<file path="src/hdl/bce_pkg.sv">
// Purpose: Shared constants and types for the branch condition and address slice.
// Assumes: Single core clock, synchronous active-high reset.
// Notes:   All encodings here are local to this slice and its decoder.
package bce_pkg;
    // Branch condition selector codes from the decode stage.
    typedef enum logic [4:0] {
        BCE_C_ABOVE, BCE_C_BELOW_EQ, BCE_C_NOCARRY, BCE_C_CARRY,
        BCE_C_ZERO, BCE_C_NOT_ZERO, BCE_C_GREATER, BCE_C_LESS_EQ,
        BCE_C_GREATER_EQ, BCE_C_LESS, BCE_C_OVF, BCE_C_NO_OVF,
        BCE_C_SIGN, BCE_C_NO_SIGN, BCE_C_PAR_EVEN, BCE_C_PAR_ODD,
        BCE_C_LOOP, BCE_C_LOOP_Z, BCE_C_LOOP_NZ, BCE_C_CNT_ZERO,
        BCE_C_ALWAYS
    } bce_cond_e;

    // Operand source classes.
    typedef enum logic [1:0] {
        BCE_OP_REG, BCE_OP_IMM, BCE_OP_MEM, BCE_OP_IO
    } bce_opnd_e;

    // Segment selector codes.
    localparam logic [1:0] SEG_EXTRA = 2'h0;
    localparam logic [1:0] SEG_CODE  = 2'h1;
    localparam logic [1:0] SEG_STACK = 2'h2;
    localparam logic [1:0] SEG_DATA  = 2'h3;

    // Fields of the addressing byte (second instruction byte).
    localparam int MODE_HI = 7;
    localparam int MODE_LO = 6;
    localparam int RM_HI   = 2;
    localparam int RM_LO   = 0;

    // Addressing mode field values.
    localparam logic [1:0] MODE_NO_DISP = 2'h0;
    localparam logic [1:0] MODE_DISP8   = 2'h1;
    localparam logic [1:0] MODE_DISP16  = 2'h2;
    localparam logic [1:0] MODE_REG     = 2'h3;
    localparam logic [2:0] RM_DIRECT    = 3'h6;

    // Datapath widths and shifts.
    localparam int WORD_W  = 16;
    localparam int PHYS_W  = 20;
    localparam int SEG_SH  = 4;
    localparam int BYTE_W  = 8;
    localparam logic [15:0] ONE_W = 16'h0001;
    localparam logic [15:0] TWO_W = 16'h0002;
endpackage : bce_pkg

</file>
<file path="src/hdl/bce_branch_ea.sv">
// Purpose: Branch decision, loop counting, effective and physical address forming.
// Assumes: Decoder presents one request per cycle with OP_VALID; results registered.
// Notes:   Flags pass through untouched; this slice never writes them.
//
// Functional notes
// - Above needs carry and zero clear.
// - Carry clear or set selects above-equal or below.
// - Greater uses sign xor overflow or zero.
// - Greater-equal uses sign xor overflow.
// - Single flag jumps test one flag.
// - Above/below unsigned, greater/less signed.
// - Loops count with count_reg, short relative target.
// - Software and nonmaskable interrupts skip acknowledge cycle.
// - Control instructions leave flags unchanged.
// - Immediates 8 or 16 bits, source only, no bus.
// - Register operands never start a bus cycle.
// - Memory access uses segment plus offset, 20 bits.
// - Effective address is unsigned 16-bit offset.
// - Effective address sums displacement, base, index.
// - Displacement is 8 or 16 bits.
// - Address method decoded from second byte.
// - Base is data_base_reg/frame_base_reg; index source/dest_index.
// - Frame base defaults to stack segment, overridable.
// - Indirect jumps take any 16-bit register.
// - Strings use source/data and dest/extra, auto adjust.
// - Direct ports 0-255, indirect from port_index_reg.
// - Taken branch goes to target, else next.
`timescale 1ns/1ps
module bce_branch_ea (
    input  wire logic                SYS_CLK,
    input  wire logic                SYS_RST,
    input  wire logic                OP_VALID,
    input  wire bce_pkg::bce_cond_e  COND_SEL,
    input  wire logic                IS_BRANCH,
    input  wire bce_pkg::bce_opnd_e  OPND_KIND,
    input  wire logic                IMM_WIDE,
    input  wire logic [15:0]         IMM_VALUE,
    input  wire logic [7:0]          ADDR_BYTE,
    input  wire logic [15:0]         DISP_VALUE,
    input  wire logic                SEG_OVR_EN,
    input  wire logic [1:0]          SEG_OVR_SEL,
    input  wire logic                STRING_OP,
    input  wire logic                STRING_WORD,
    input  wire logic                DIR_FLAG,
    input  wire logic                REG_INDIRECT,
    input  wire logic [15:0]         GP_REG_VALUE,
    input  wire logic                IO_INDIRECT,
    input  wire logic [7:0]          IO_PORT_IMM,
    input  wire logic                INT_SOFT,
    input  wire logic                INT_NMI,
    input  wire logic                INT_EXT,
    input  wire logic                CARRY_FLAG,
    input  wire logic                ZERO_FLAG,
    input  wire logic                SIGN_FLAG,
    input  wire logic                OVERFLOW_FLAG,
    input  wire logic                PARITY_FLAG,
    input  wire logic [15:0]         NEXT_IP,
    input  wire logic [7:0]          REL_DISP,
    input  wire logic [15:0]         COUNT_REG,
    input  wire logic [15:0]         DATA_BASE_REG,
    input  wire logic [15:0]         FRAME_BASE_REG,
    input  wire logic [15:0]         SOURCE_INDEX,
    input  wire logic [15:0]         DEST_INDEX,
    input  wire logic [15:0]         PORT_INDEX_REG,
    input  wire logic [15:0]         CODE_SEGMENT,
    input  wire logic [15:0]         DATA_SEGMENT,
    input  wire logic [15:0]         EXTRA_SEGMENT,
    input  wire logic [15:0]         STACK_SEGMENT,
    output logic                     RES_VALID,
    output logic                     BRANCH_TAKEN,
    output logic [15:0]              NEW_IP,
    output logic                     COUNT_WE,
    output logic [15:0]              COUNT_NEXT,
    output logic [15:0]              EFFECTIVE_ADDRESS,
    output logic [19:0]              PHYS_ADDR,
    output logic                     BUS_REQ,
    output logic [15:0]              IO_PORT,
    output logic                     IO_REQ,
    output logic [15:0]              SRC_INDEX_NEXT,
    output logic [15:0]              DST_INDEX_NEXT,
    output logic [19:0]              STR_DST_PHYS,
    output logic [15:0]              SRC_OPERAND,
    output logic                     INTA_CYCLE_REQ,
    output logic                     FLAGS_WE
);

    ////////////////////////////////////////////////////////////////////////////
    // Condition evaluation.
    ////////////////////////////////////////////////////////////////////////////

    // Unsigned compare term: carry or zero.
    wire        cz_any   = CARRY_FLAG | ZERO_FLAG;
    // Signed less term: sign differs from overflow.
    wire        s_lt     = SIGN_FLAG ^ OVERFLOW_FLAG;
    // Signed less-or-equal term.
    wire        s_le     = s_lt | ZERO_FLAG;
    // Count after the loop decrement.
    wire [15:0] cnt_dec  = COUNT_REG - bce_pkg::ONE_W;
    // Count reaches zero after decrement.
    wire        cnt_done = (cnt_dec == '0);
    // Count already zero before any decrement.
    wire        cnt_zero = (COUNT_REG == '0);
    // Decrementing loop selectors.
    wire        is_loop  = COND_SEL inside {bce_pkg::BCE_C_LOOP, bce_pkg::BCE_C_LOOP_Z, bce_pkg::BCE_C_LOOP_NZ};

    logic cond_true; // Selected condition result.

    // Flag decode per selector; above/below read carry, greater/less read sign xor overflow.
    always_comb begin
        unique case (COND_SEL)
            bce_pkg::BCE_C_ABOVE:      cond_true = ~cz_any;
            bce_pkg::BCE_C_BELOW_EQ:   cond_true = cz_any;
            bce_pkg::BCE_C_NOCARRY:    cond_true = ~CARRY_FLAG;
            bce_pkg::BCE_C_CARRY:      cond_true = CARRY_FLAG;
            bce_pkg::BCE_C_ZERO:       cond_true = ZERO_FLAG;
            bce_pkg::BCE_C_NOT_ZERO:   cond_true = ~ZERO_FLAG;
            bce_pkg::BCE_C_GREATER:    cond_true = ~s_le;
            bce_pkg::BCE_C_LESS_EQ:    cond_true = s_le;
            bce_pkg::BCE_C_GREATER_EQ: cond_true = ~s_lt;
            bce_pkg::BCE_C_LESS:       cond_true = s_lt;
            bce_pkg::BCE_C_OVF:        cond_true = OVERFLOW_FLAG;
            bce_pkg::BCE_C_NO_OVF:     cond_true = ~OVERFLOW_FLAG;
            bce_pkg::BCE_C_SIGN:       cond_true = SIGN_FLAG;
            bce_pkg::BCE_C_NO_SIGN:    cond_true = ~SIGN_FLAG;
            bce_pkg::BCE_C_PAR_EVEN:   cond_true = PARITY_FLAG;
            bce_pkg::BCE_C_PAR_ODD:    cond_true = ~PARITY_FLAG;
            bce_pkg::BCE_C_LOOP:       cond_true = ~cnt_done;
            bce_pkg::BCE_C_LOOP_Z:     cond_true = ~cnt_done & ZERO_FLAG;
            bce_pkg::BCE_C_LOOP_NZ:    cond_true = ~cnt_done & ~ZERO_FLAG;
            bce_pkg::BCE_C_CNT_ZERO:   cond_true = cnt_zero;
            bce_pkg::BCE_C_ALWAYS:     cond_true = 1'b1;
            default:                   cond_true = 1'b0;
        endcase
    end

    // Sign-extended short displacement keeps targets within -128..+127.
    wire [15:0] rel_ext   = {{(bce_pkg::WORD_W - bce_pkg::BYTE_W){REL_DISP[7]}}, REL_DISP};
    // Self-relative target from the next instruction.
    wire [15:0] rel_tgt   = NEXT_IP + rel_ext;
    // Indirect targets come from any general register.
    wire [15:0] br_tgt    = REG_INDIRECT ? GP_REG_VALUE : rel_tgt;
    // Branch taken only for valid branch requests with a true condition.
    wire        take      = OP_VALID & IS_BRANCH & cond_true;
    // Taken goes to target, false falls through to next instruction.
    wire [15:0] ip_d      = take ? br_tgt : NEXT_IP;

    ////////////////////////////////////////////////////////////////////////////
    // Effective address forming.
    ////////////////////////////////////////////////////////////////////////////

    // Mode and register-memory fields of the second byte.
    wire [1:0] am_mode = ADDR_BYTE[bce_pkg::MODE_HI:bce_pkg::MODE_LO];
    wire [2:0] am_rm   = ADDR_BYTE[bce_pkg::RM_HI:bce_pkg::RM_LO];
    // Direct form: no registers, displacement only.
    wire       am_dir  = (am_mode == bce_pkg::MODE_NO_DISP) && (am_rm == bce_pkg::RM_DIRECT);

    logic [15:0] base_v;  // Selected base register value.
    logic [15:0] index_v; // Selected index register value.
    logic        frame_b; // Frame base chosen.

    // Base and index choice; only the two bases and two indexes exist.
    always_comb begin
        base_v  = '0;
        index_v = '0;
        frame_b = 1'b0;
        unique case (am_rm)
            3'h0: begin base_v = DATA_BASE_REG;  index_v = SOURCE_INDEX; end
            3'h1: begin base_v = DATA_BASE_REG;  index_v = DEST_INDEX;   end
            3'h2: begin base_v = FRAME_BASE_REG; index_v = SOURCE_INDEX; frame_b = 1'b1; end
            3'h3: begin base_v = FRAME_BASE_REG; index_v = DEST_INDEX;   frame_b = 1'b1; end
            3'h4: index_v = SOURCE_INDEX;
            3'h5: index_v = DEST_INDEX;
            3'h6: begin
                if (!am_dir) begin
                    base_v  = FRAME_BASE_REG;
                    frame_b = 1'b1;
                end
            end
            3'h7: base_v = DATA_BASE_REG;
        endcase
    end

    // Short displacement sign-extended; long taken whole, as in the direct form; none in the other no-disp cases.
    wire [15:0] disp_v = (am_mode == bce_pkg::MODE_DISP8)
                         ? {{(bce_pkg::WORD_W - bce_pkg::BYTE_W){DISP_VALUE[7]}}, DISP_VALUE[7:0]}
                         : ((am_mode == bce_pkg::MODE_DISP16) || am_dir) ? DISP_VALUE : '0;
    // Unsigned 16-bit offset, wrapping within the segment.
    wire [15:0] ea_d   = disp_v + base_v + index_v;

    // Frame base defaults to the stack segment, overrides win.
    wire [1:0]  seg_dflt = frame_b ? bce_pkg::SEG_STACK : bce_pkg::SEG_DATA;
    wire [1:0]  seg_sel  = SEG_OVR_EN ? SEG_OVR_SEL : seg_dflt;
    // Selected segment value.
    wire [15:0] seg_v    = (seg_sel == bce_pkg::SEG_STACK) ? STACK_SEGMENT :
                           (seg_sel == bce_pkg::SEG_EXTRA) ? EXTRA_SEGMENT :
                           (seg_sel == bce_pkg::SEG_CODE)  ? CODE_SEGMENT  : DATA_SEGMENT;

    // Segment shifted by four, offset added, cut to 20 bits.
    function automatic logic [19:0] phys(input logic [15:0] seg, input logic [15:0] off);
        phys = {seg, {bce_pkg::SEG_SH{1'b0}}} + {{bce_pkg::SEG_SH{1'b0}}, off};
    endfunction : phys

    // String source from source_index with data segment unless overridden.
    wire [15:0] str_seg   = SEG_OVR_EN ? seg_v : DATA_SEGMENT;
    wire [15:0] mem_off   = STRING_OP ? SOURCE_INDEX : ea_d;
    wire [15:0] mem_seg   = STRING_OP ? str_seg : seg_v;
    // Step of one for bytes, two for words, sign from the direction flag.
    wire [15:0] str_step  = STRING_WORD ? bce_pkg::TWO_W : bce_pkg::ONE_W;
    wire [15:0] si_adj    = DIR_FLAG ? (SOURCE_INDEX - str_step) : (SOURCE_INDEX + str_step);
    wire [15:0] di_adj    = DIR_FLAG ? (DEST_INDEX - str_step) : (DEST_INDEX + str_step);

    // Register-mode byte means register operand, no bus cycle, except for string operations.
    wire        mem_opnd  = (OPND_KIND == bce_pkg::BCE_OP_MEM) && (STRING_OP || (am_mode != bce_pkg::MODE_REG));
    // Immediate zero-extended when only a byte wide.
    wire [15:0] imm_v     = IMM_WIDE ? IMM_VALUE : {{bce_pkg::BYTE_W{1'b0}}, IMM_VALUE[7:0]};
    // Direct port from 8-bit immediate, indirect from port_index_reg.
    wire [15:0] port_d    = IO_INDIRECT ? PORT_INDEX_REG : {{bce_pkg::BYTE_W{1'b0}}, IO_PORT_IMM};
    // Acknowledge cycle only for external maskable sources.
    wire        inta_d    = OP_VALID & INT_EXT & ~INT_SOFT & ~INT_NMI;

    ////////////////////////////////////////////////////////////////////////////
    // Result registers.
    ////////////////////////////////////////////////////////////////////////////

    // Branch and loop results.
    always_ff @(posedge SYS_CLK) begin
        if (SYS_RST) begin
            RES_VALID    <= 1'b0;
            BRANCH_TAKEN <= 1'b0;
            NEW_IP       <= '0;
            COUNT_WE     <= 1'b0;
            COUNT_NEXT   <= '0;
        end else begin
            RES_VALID    <= OP_VALID;
            BRANCH_TAKEN <= take;
            NEW_IP       <= ip_d;
            COUNT_WE     <= OP_VALID & IS_BRANCH & is_loop;
            COUNT_NEXT   <= cnt_dec;
        end
    end

    // Address and operand results; bus only requested for memory operands.
    always_ff @(posedge SYS_CLK) begin
        if (SYS_RST) begin
            EFFECTIVE_ADDRESS <= '0;
            PHYS_ADDR         <= '0;
            BUS_REQ           <= 1'b0;
            IO_PORT           <= '0;
            IO_REQ            <= 1'b0;
            SRC_INDEX_NEXT    <= '0;
            DST_INDEX_NEXT    <= '0;
            STR_DST_PHYS      <= '0;
            SRC_OPERAND       <= '0;
            INTA_CYCLE_REQ    <= 1'b0;
            FLAGS_WE          <= 1'b0;
        end else begin
            EFFECTIVE_ADDRESS <= mem_off;
            PHYS_ADDR         <= phys(mem_seg, mem_off);
            BUS_REQ           <= OP_VALID & mem_opnd;
            IO_PORT           <= port_d;
            IO_REQ            <= OP_VALID & (OPND_KIND == bce_pkg::BCE_OP_IO);
            SRC_INDEX_NEXT    <= si_adj;
            DST_INDEX_NEXT    <= di_adj;
            STR_DST_PHYS      <= phys(EXTRA_SEGMENT, DEST_INDEX);
            SRC_OPERAND       <= (OPND_KIND == bce_pkg::BCE_OP_IMM) ? imm_v : GP_REG_VALUE;
            INTA_CYCLE_REQ    <= inta_d;
            FLAGS_WE          <= 1'b0;
        end
    end

endmodule : bce_branch_ea

</file>
<file path="config.mk">
export PLATFORM = sky130hd
export DESIGN_NAME = bce_branch_ea
export DESIGN_NICKNAME = d
export VERILOG_FILES = /design/src/hdl/bce_pkg.sv /design/src/hdl/bce_branch_ea.sv
export SDC_FILE = /design/constraint.sdc
export NUM_CORES = 1
export LEC_CHECK = 0
export BUFFER_PORTS_ARGS = -buffer_cell sky130_fd_sc_hd__buf_2
export CORE_AREA = 2 2 171 173
export CTS_CLUSTER_SIZE = 28
export DETAILED_ROUTE_END_ITERATION = 7
export DIE_AREA = 0 0 173 175
export PLACE_DENSITY_LB_ADDON = 0.25
export SLEW_MARGIN = 20
export SYNTH_ARGS = -nofsm -noshare
export SYNTH_HDL_FRONTEND = slang
export SYNTH_SLANG_ARGS = --single-unit
</file>
<file path="constraint.sdc">
create_clock -name SYS_CLK -period 11.2 [get_ports SYS_CLK]
set_input_delay 3.36 -clock SYS_CLK [delete_from_list [all_inputs] [get_ports SYS_CLK]]
set_output_delay 3.36 -clock SYS_CLK [all_outputs]
set_load 0.01 [all_outputs]
</file>
==> flow_summary.ini, run 1 <==
[outcome]
status = finished clean

[grt]
grt_max_degree = 79
grt_pass1_vias = 10300
grt_pass1_wl_um = 56600
grt_antenna_before_repair = 5
track_usage_pct = 24.0
grt_overflow_total = 0

[floorplanning]
io_pins = 435
start_util_pct = 37.1
die_y_um = 175
die_x_um = 173
rows = 62
coreArea_um2 = 28400
die_area_um2 = 30300

[cells_and_area]
fillerInstances = 2848
nets = 2064
area_growth_pct = 29.8
fin_cells = 2086
fin_area_um2 = 13700
multi_input_area_um2 = 7030
drive_above_1_share_pct = 29.7
seq_area_um2 = 3080

[sta]
finalSetupViolCount = 0
hold_viol = 0
slew_violations = 0
tns_ns = 0
period_share_pct = 81.3
min_period_ns = 9.11
max_slew_margin_pct = 39.6
tightest_slew_ns = 0.904
rsz0062_at_grt = no
fmax_ghz = 0.110

[synthesis]
ys_seq_area_share_pct = 29.3
synth_commonest_cells = dfxtp_1, nor2_1, nand2_1
async_flop_share_pct = 0
synth_top_cell_area_share_pct = 29.3
synth_top_cells_by_area = dfxtp_1, ha_1, nor2_1
synth.most_common_cell = dfxtp_1
synth_top_area_cell = dfxtp_1
yosysUniqueCellTypes = 73
synth_seq_cells = 154
synth_edf_count = 0
syn_inst = 1279
synth_ff_type = dfxtp_1
synth_warnings = 0
syn_area_per_cell_um2 = 8.24
synth_nets = 1660
syn_area_um2 = 10500

[drt]
drc = 0
ant_nets = 0
avgRoutedWirePerCell_um = 17.8
drtIter0Drc = 505
routed_wirelength_um = 37100
vias_per_cell = 5.14
drtPass1Iterations = 5
vias = 10700

[cts]
clockBufferDepth = 2
cts-resized-gates = 0
root_buffer = clkbuf_16
cts_sinks = 154
numCtsBuffers = 17
postCtsSetupBuffers = 0
clk_pin_slew_worst_paths_ns = 0.07
htree_levels = 4
postCtsHoldBufs = 0
cts_tree = built

[worst_setup_path]
crit_family = compound AO/OA/AOI/OAI gates
slowest_delay_ns = 0.75
crit_path_end_kind = register
cp_max_fo = 16
cp_cell_sequence = buf_2, nor3b_1, nor2_1, buf_4, a22o_1, fa_1, ha_1, fa_1, a21o_1, a21oi_1, xnor2_1, nand2_1, nand2_1, fa_1, a211oi_1, o21bai_1, a21oi_1, nand3b_1, nor2_1, a2111oi_0, o31a_1, o21ai_0, mux2_2
worstSetupStartpointType = input port
crit_top_cell = fa_1
critPathBufInv = 2
required_ns = 11.53
crit_slowest_cell = nor3b_1
worst-setup-path-type = in -> reg
critPathArrivalTime_ns = 9.44

[placement]
dp_hpwl_um = 30000
dp_cells = 2048
place_area_um2 = 13000
port_buffers = 430
place_congestion = 0.909

[job]
maxCapViolations = 0

[pwr]
leakage_nw = 6.86
p_per_area_nw_per_um2 = 147
vdd_drop_max_mv = 0.0986

[worst_hold_path]
whs_endpoint = IO_PORT[8]$_SDFF_PP0_
hold_path_depth = 2
hp-class = in -> reg
hold_start = PORT_INDEX_REG[8]
[per-layer routing]
layer / track usage (%) / wire (µm) / up-vias
met5: 0 / 0 / -
met2: 43.3 / 18600 / 433
met3: 5.33 / 2580 / 40
li1: - / - / 5321
met1: 28.3 / 15200 / 4922
met4: 7.56 / 792 / 0
[kinds of logic after synthesis]
logic type | share of synthesized area [%]
and+or+nand+nor | 21.3
AOI/OAI and AO/OA | 19.4
DFF | 29.3
buffers and inverters | 4.10
adders and majority gates | 14.0
xor gates and xnor gates | 6.07
muxes | 5.84
other | 0.0356
[power by group]
part	switching (W)	leakage, nW	internal [W]	total (W)
combinational	0.000419	5.26	0.000310	0.000729
clock	0.000263	0.310	0.000385	0.000649
sequential	0.0000195	1.28	0.000616	0.000635
[state kept, by name, indices dropped and copies added, names as in the netlist]
name / flops
PHYS_ADDR: 16
RES_VALID: 1
COUNT_WE: 1
EFFECTIVE_ADDRESS: 16
INTA_CYCLE_REQ: 1
BUS_REQ: 1
NEW_IP: 16
IO_REQ: 1
BRANCH_TAKEN: 1
IO_PORT: 16
STR_DST_PHYS: 20
SRC_OPERAND: 16
SRC_INDEX_NEXT: 16
COUNT_NEXT: 16
DST_INDEX_NEXT: 16
[area by class of cell]
| type | instances | area share, % |
|---|---|---|
| antenna | 6 | 0.110 |
| multi-input combinational | 1016 | 51.4 |
| clock inverter | 14 | 1.52 |
| inverter | 58 | 1.59 |
| timing repair buffer | 436 | 16.1 |
| clock buffer | 18 | 3.21 |
| tap | 384 | 3.51 |
| sequential | 154 | 22.6 |
[worst max path at each step]
stage | startpoint | end | slack (ns) | depth (start not counted)
6_report | ADDR_BYTE[6] | PHYS_ADDR[16]$_SDFF_PP0_ | 2.09 | 23
5_1_grt | ADDR_BYTE[6] | PHYS_ADDR[16]$_SDFF_PP0_ | 1.71 | 24
4_1_cts | ADDR_BYTE[6] | PHYS_ADDR[16]$_SDFF_PP0_ | 2.12 | 23
3_5_place_dp | ADDR_BYTE[6] | PHYS_ADDR[16]$_SDFF_PP0_ | 1.68 | 23
3_3_place_gp | ADDR_BYTE[6] | PHYS_ADDR[16]$_SDFF_PP0_ | 1.74 | 23
2_1_floorplan | ADDR_BYTE[0] | PHYS_ADDR[16]$_SDFF_PP0_ | 2.48 | 25
[metrics by stage]
step / hold WS (ns) / setup slack, ns / power [W] / utilization [%]
after floorplan: 3.43 / 2.48 / 0.00112 / -
after global placement: 3.56 / 1.74 / 0.00136 / 45.8
after detailed placement: 3.57 / 1.68 / 0.00137 / 45.8
after CTS: 3.12 / 2.12 / 0.00202 / 48.1
after global routing: 3.12 / 1.71 / 0.00213 / 48.1
final: 3.13 / 2.09 / 0.00201 / 48.1
[layout by cell type, fill, tap and decap left out, types with 8 or more instances in the layout]
master and instances:
a21o_1 18, mux2i_1 39, and3_1 17, inv_1 58, a21oi_1 93, xor2_1 39, a21boi_0 8, mux2_2 18
nor2b_1 28, xnor2_1 34, or3_1 14, nor3_1 40, and2_1 27, nand2b_1 12, dfxtp_1 154, o211ai_1 10
clkbuf_16 17, nand3_1 25, o21ai_0 58, ha_1 84, a31oi_1 8, o21a_1 11, buf_2 429, a211oi_1 15
fa_1 21, nand3b_1 8, nor2_1 150, nand2_1 119, a22oi_1 14
No activity file was read; power rests on OpenSTA's default activity.
==> inputs of run 2 (changes only) <==
--- a/config.mk
+++ b/config.mk
@@ -5,11 +5,12 @@
 export SDC_FILE = /design/constraint.sdc
 export NUM_CORES = 1
 export LEC_CHECK = 0
+export ABC_AREA = 1
 export BUFFER_PORTS_ARGS = -buffer_cell sky130_fd_sc_hd__buf_2
-export CORE_AREA = 2 2 171 173
+export CORE_AREA = 2 2 170 172
 export CTS_CLUSTER_SIZE = 28
 export DETAILED_ROUTE_END_ITERATION = 7
-export DIE_AREA = 0 0 173 175
+export DIE_AREA = 0 0 172 174
 export PLACE_DENSITY_LB_ADDON = 0.25
 export SLEW_MARGIN = 20
 export SYNTH_ARGS = -nofsm -noshare
==> constraint.sdc (replaced) <==
create_clock -name SYS_CLK -period 8.79 [get_ports SYS_CLK]
set_input_delay 2.637 -clock SYS_CLK [delete_from_list [all_inputs] [get_ports SYS_CLK]]
set_output_delay 2.637 -clock SYS_CLK [all_outputs]
set_load 0.01 [all_outputs]
==> flow_summary.ini, run 2 <==
[outcome]
status = finished clean

[grt]
grt_max_degree = 64
grt_antenna_before_repair = 4
grt_pass1_wl_um = 60200
track_usage_pct = 25.6
grt_overflow_total = 0
grt_pass1_vias = 11800

[worst_setup_path]
worstSetupStartpointType = input port
slowest_delay_ns = 0.53
critPathArrivalTime_ns = 7.69
crit_top_cell = nand2_1
required_ns = 9.12
crit_path_end_kind = register
cp_max_fo = 17
crit_slowest_cell = fa_1
worst-setup-path-type = in -> reg

[cts]
postCtsSetupBuffers = 0
clk_pin_slew_worst_paths_ns = 0.07
root_buffer = clkbuf_16
htree_levels = 4
cts_tree = built
cts-resized-gates = 0
numCtsBuffers = 17
clockBufferDepth = 2
postCtsHoldBufs = 0
cts_sinks = 154

[synthesis]
synth_top_cell_area_share_pct = 27.8
synth.most_common_cell = nand2_1
synth_ff_type = dfxtp_1
syn_area_per_cell_um2 = 6.73
synth_commonest_cells = nand2_1, inv_1, nor2_1
synth_nets = 2031
synth_edf_count = 0
syn_inst = 1650
synth_warnings = 0
async_flop_share_pct = 0
synth_top_cells_by_area = dfxtp_1, nand2_1, ha_1
synth_top_area_cell = dfxtp_1
ys_seq_area_share_pct = 27.8
yosysUniqueCellTypes = 52
synth_seq_cells = 154
syn_area_um2 = 11100

[floorplanning]
start_util_pct = 39.3
coreArea_um2 = 28200
die_x_um = 172
rows = 62
die_area_um2 = 29900
io_pins = 435
die_y_um = 174

[sta]
period_share_pct = 83.7
tns_ns = 0
hold_viol = 0
fmax_ghz = 0.136
min_period_ns = 7.36
tightest_slew_ns = 0.834
finalSetupViolCount = 0
hold_ws_ns = 2.36
slew_violations = 0
max_slew_margin_pct = 44.4
rsz0062_at_grt = no

[drt]
drtPass1Iterations = 6
drtIter0Drc = 914
drc = 0
routed_wirelength_um = 39600
vias_per_cell = 5.09
avgRoutedWirePerCell_um = 16.1
vias = 12500
ant_nets = 0

[placement]
dp_hpwl_um = 32000
place_congestion = 0.940
port_buffers = 430
dp_cells = 2424

[job]
maxCapViolations = 0

[cells_and_area]
layout_common_cells = buf_2, nand2_1, inv_1
post-route-util_pct = 50.2
fin_cells = 2457
regMostFlops = STR_DST_PHYS
drive_above_1_share_pct = 25.0
area_growth_pct = 27.8
largest_register_ffs = 20
final_common_cell = buf_2
nets = 2440

[pwr]
leakage_nw = 7.81
vdd_drop_max_mv = 0.0928
p_per_area_nw_per_um2 = 178

[worst_hold_path]
hp-class = in -> reg
==> run 2: cell types whose count changed after synthesis, sizes merged, moves of 22 or more <==
cell / previous run / this run
mux2i: 39 / 0
and2: 27 / 5
nor2: 150 / 189
a21oi: 94 / 157
nand2: 119 / 348
nand3: 25 / 135
inv: 58 / 244
o21ai: 59 / 110
nor3: 41 / 7
xor2: 39 / 16
nor2b: 29 / 0
==> run 2: logic make-up after synthesis <==
logic type | share of synthesized area (%)
and+or+nand+nor | 27.7
other | 0.0338
AOI/OAI and AO/OA | 18.3
xor gates and xnor gates | 2.60
DFF | 27.8
adders and majority gates | 13.3
buffers and inverters | 10.3
==> run 2: routing by layer <==
layer / vias up / part of all wire (%) / track usage, %
met4: 6 / 2.0 / 7.67
met5: - / 0.096 / 0
met2: 521 / 48 / 45.1
li1: 6223 / - / -
met1: 5684 / 41 / 30.4
met3: 64 / 8.4 / 6.49
==> run 2: path summary, 6_finish.rpt <==
| path | startpoint | end | depth (start not counted) |
|---|---|---|---|
| worst min-delay path | INT_NMI | INTA_CYCLE_REQ$_SDFF_PP0_ | 2 |
| worst max-delay path | ADDR_BYTE[2] | PHYS_ADDR[19]$_SDFF_PP0_ | 30 |
==> run 2: critical path, delay by kind of cell <==
kind	cells	cell delay (ns)
AND/OR/NAND/NOR	15	1.65
adder cells (fa/ha/maj)	4	1.47
AO/OA/AOI/OAI	5	1.05
buffers and inverters	6	0.83
==> run 2: report_power, final <==
group,leakage [nW],switching [W],total [W],internal [W]
clock,0.303,0.000343,0.000798,0.000454
combinational,6.23,0.000581,0.000932,0.000351
sequential,1.28,0.0000241,0.000799,0.000775
==> run 2: area by class of cell <==
cell class | instances | area [µm²]
Fill cell | 2922 | 14100
Multi-Input combinational cell | 1202 | 6870
Sequential cell | 154 | 3080
Timing Repair Buffer | 438 | 2210
Inverter | 246 | 923
Tap cell | 384 | 480
Clock buffer | 17 | 425
Clock inverter | 14 | 184
Antenna cell | 2 | 5.00
==> run 2: metrics by stage <==
step	setup WS, ns	total power, W	cell area [µm²]
after floorplan	2.11	0.00141	11100
after global placement	1.18	0.00173	13600
after detailed placement	1.11	0.00174	13600
after CTS	1.52	0.00254	14200
after global routing	1.07	0.00269	14200
final	1.43	0.00253	14200
==> inputs of run 3 (changes only) <==
==> constraint.sdc (replaced) <==
create_clock -name SYS_CLK -period 6.3 [get_ports SYS_CLK]
set_input_delay 1.89 -clock SYS_CLK [delete_from_list [all_inputs] [get_ports SYS_CLK]]
set_output_delay 1.89 -clock SYS_CLK [all_outputs]
set_load 0.01 [all_outputs]
==> flow_summary.ini, run 3 (synthesized netlist as in run 2, its figures left out) <==
[sta]
period_share_pct = 93.1
hold_ws_ns = 1.61
fmax_ghz = 0.171
finalSetupViolCount = 0
hold_viol = 0
min_period_ns = 5.87
tns_ns = 0
tightest_slew_ns = 0.838
slew_violations = 0
max_slew_margin_pct = 44.1
rsz0062_at_grt = no

[worst_setup_path]
crit_slowest_cell = fa_1
slowest_delay_ns = 0.54
crit_path_end_kind = register
critPathArrivalTime_ns = 6.20
worstSetupStartpointType = input port
crit_top_cell = nand2_1
worst-setup-path-type = in -> reg
cp_max_fo = 4
required_ns = 6.64

[worst_hold_path]
hp-class = in -> reg
hold_path_depth = 2
hold_start = INT_NMI
whs_endpoint = INTA_CYCLE_REQ$_SDFF_PP0_

[cts]
root_buffer = clkbuf_16
clockBufferDepth = 2
numCtsBuffers = 17
htree_levels = 4
postCtsSetupBuffers = 0
clk_pin_slew_worst_paths_ns = 0.07
cts-resized-gates = 0
cts_tree = built
postCtsHoldBufs = 0
cts_sinks = 154

[drt]
wl_met1_um = 16300
dr_wl_met3_um = 3390
avgRoutedWirePerCell_um = 16.0
routed_wirelength_um = 39900
drtPass1Iterations = 7
drtIter0Drc = 790
highest_layer = met5
vias_per_cell = 5.04
drc = 0
vias = 12500
ant_nets = 0
route.met2.wl_um = 19100

[grt]
track_usage_pct = 25.8
grt_pass1_vias = 11900
grt_antenna_before_repair = 5
grt_pass1_wl_um = 60200
grt_overflow_total = 0
grt_max_degree = 64

[pwr]
p_seq_share_pct = 31.7
p_sw_w = 0.00134
share_comb_of_total_power_pct = 38.5
p_per_area_nw_per_um2 = 245
p_sw_share_pct = 38.1
power_frac_clock_pct = 29.9
vdd_drop_max_mv = 0.169
p_total_w = 0.00352
p_int_w = 0.00218
leakage_nw = 7.93

[floorplanning]
die_area_um2 = 29900
die_x_um = 172
coreArea_um2 = 28200
die_y_um = 174
rows = 62
start_util_pct = 39.3
io_pins = 435

[placement]
dp_hpwl_um = 32400
port_buffers = 430
place_congestion = 0.920
place_area_um2 = 13800

[cells_and_area]
layout_common_cells = buf_2, nand2_1, inv_1
final_common_cell = buf_2
nets = 2468
fin_area_um2 = 14400
largest_register_ffs = 20
regMostFlops = STR_DST_PHYS
drive_above_1_share_pct = 26.1
area_growth_pct = 29.5
post-route-util_pct = 50.9

[outcome]
status = finished clean

[job]
maxCapViolations = 0
## run 3: power by group through the flow
stage                     sequential (W)  combinational, W  clock (W)
after floorplan                  0.00119          0.000780          0
after global placement           0.00114           0.00132          0
after detailed placement         0.00114           0.00134          0
after CTS                        0.00111           0.00134    0.00107
after global routing             0.00112           0.00152    0.00111
final                            0.00111           0.00135    0.00105
## run 3: worst max path at each step
| stage | to | start | cells after the start |
|---|---|---|---|
| floorplan | PHYS_ADDR[17]$_SDFF_PP0_ | ADDR_BYTE[0] | 27 |
| global placement | PHYS_ADDR[16]$_SDFF_PP0_ | ADDR_BYTE[1] | 28 |
| detailed placement | PHYS_ADDR[16]$_SDFF_PP0_ | ADDR_BYTE[2] | 30 |
| CTS | PHYS_ADDR[16]$_SDFF_PP0_ | ADDR_BYTE[2] | 30 |
| global route | PHYS_ADDR[16]$_SDFF_PP0_ | ADDR_BYTE[2] | 30 |
| finish | PHYS_ADDR[16]$_SDFF_PP0_ | ADDR_BYTE[2] | 30 |
## run 3: final cells by class
class                      count  area [µm²]
sequential                   154        3080
clock buffer                  19         443
multi-input combinational   1202        6870
timing repair buffer         466        2420
tap                          384         480
clock inverter                13         135
inverter                     246         923
antenna                        2        5.00
fill                        2948       13900
## run 3: stage by stage
stage | std cells | setup WS [ns]
3_5_place_dp | 2452 | -0.0649
4_1_cts | 2484 | 0.354
6_report | 2486 | 0.435
3_3_place_gp | 2452 | 0.00851
2_1_floorplan | 1650 | 0.366
5_1_grt | 2486 | 0.00457
## run 3: worst max-delay path: cells and delay by family
kind | cells | cell delay [ns]
xor+xnor | 1 | 0.11
fa+ha+maj | 4 | 1.59
buf+inv | 5 | 0.45
compound gates | 4 | 0.56
simple gates | 16 | 1.62
## run 3: per-layer routing
metal	track usage [%]	vias up
li1	-	6279
met1	30.4	5648
met2	45.0	522
met3	6.74	77
met4	8.86	6
met5	0	-
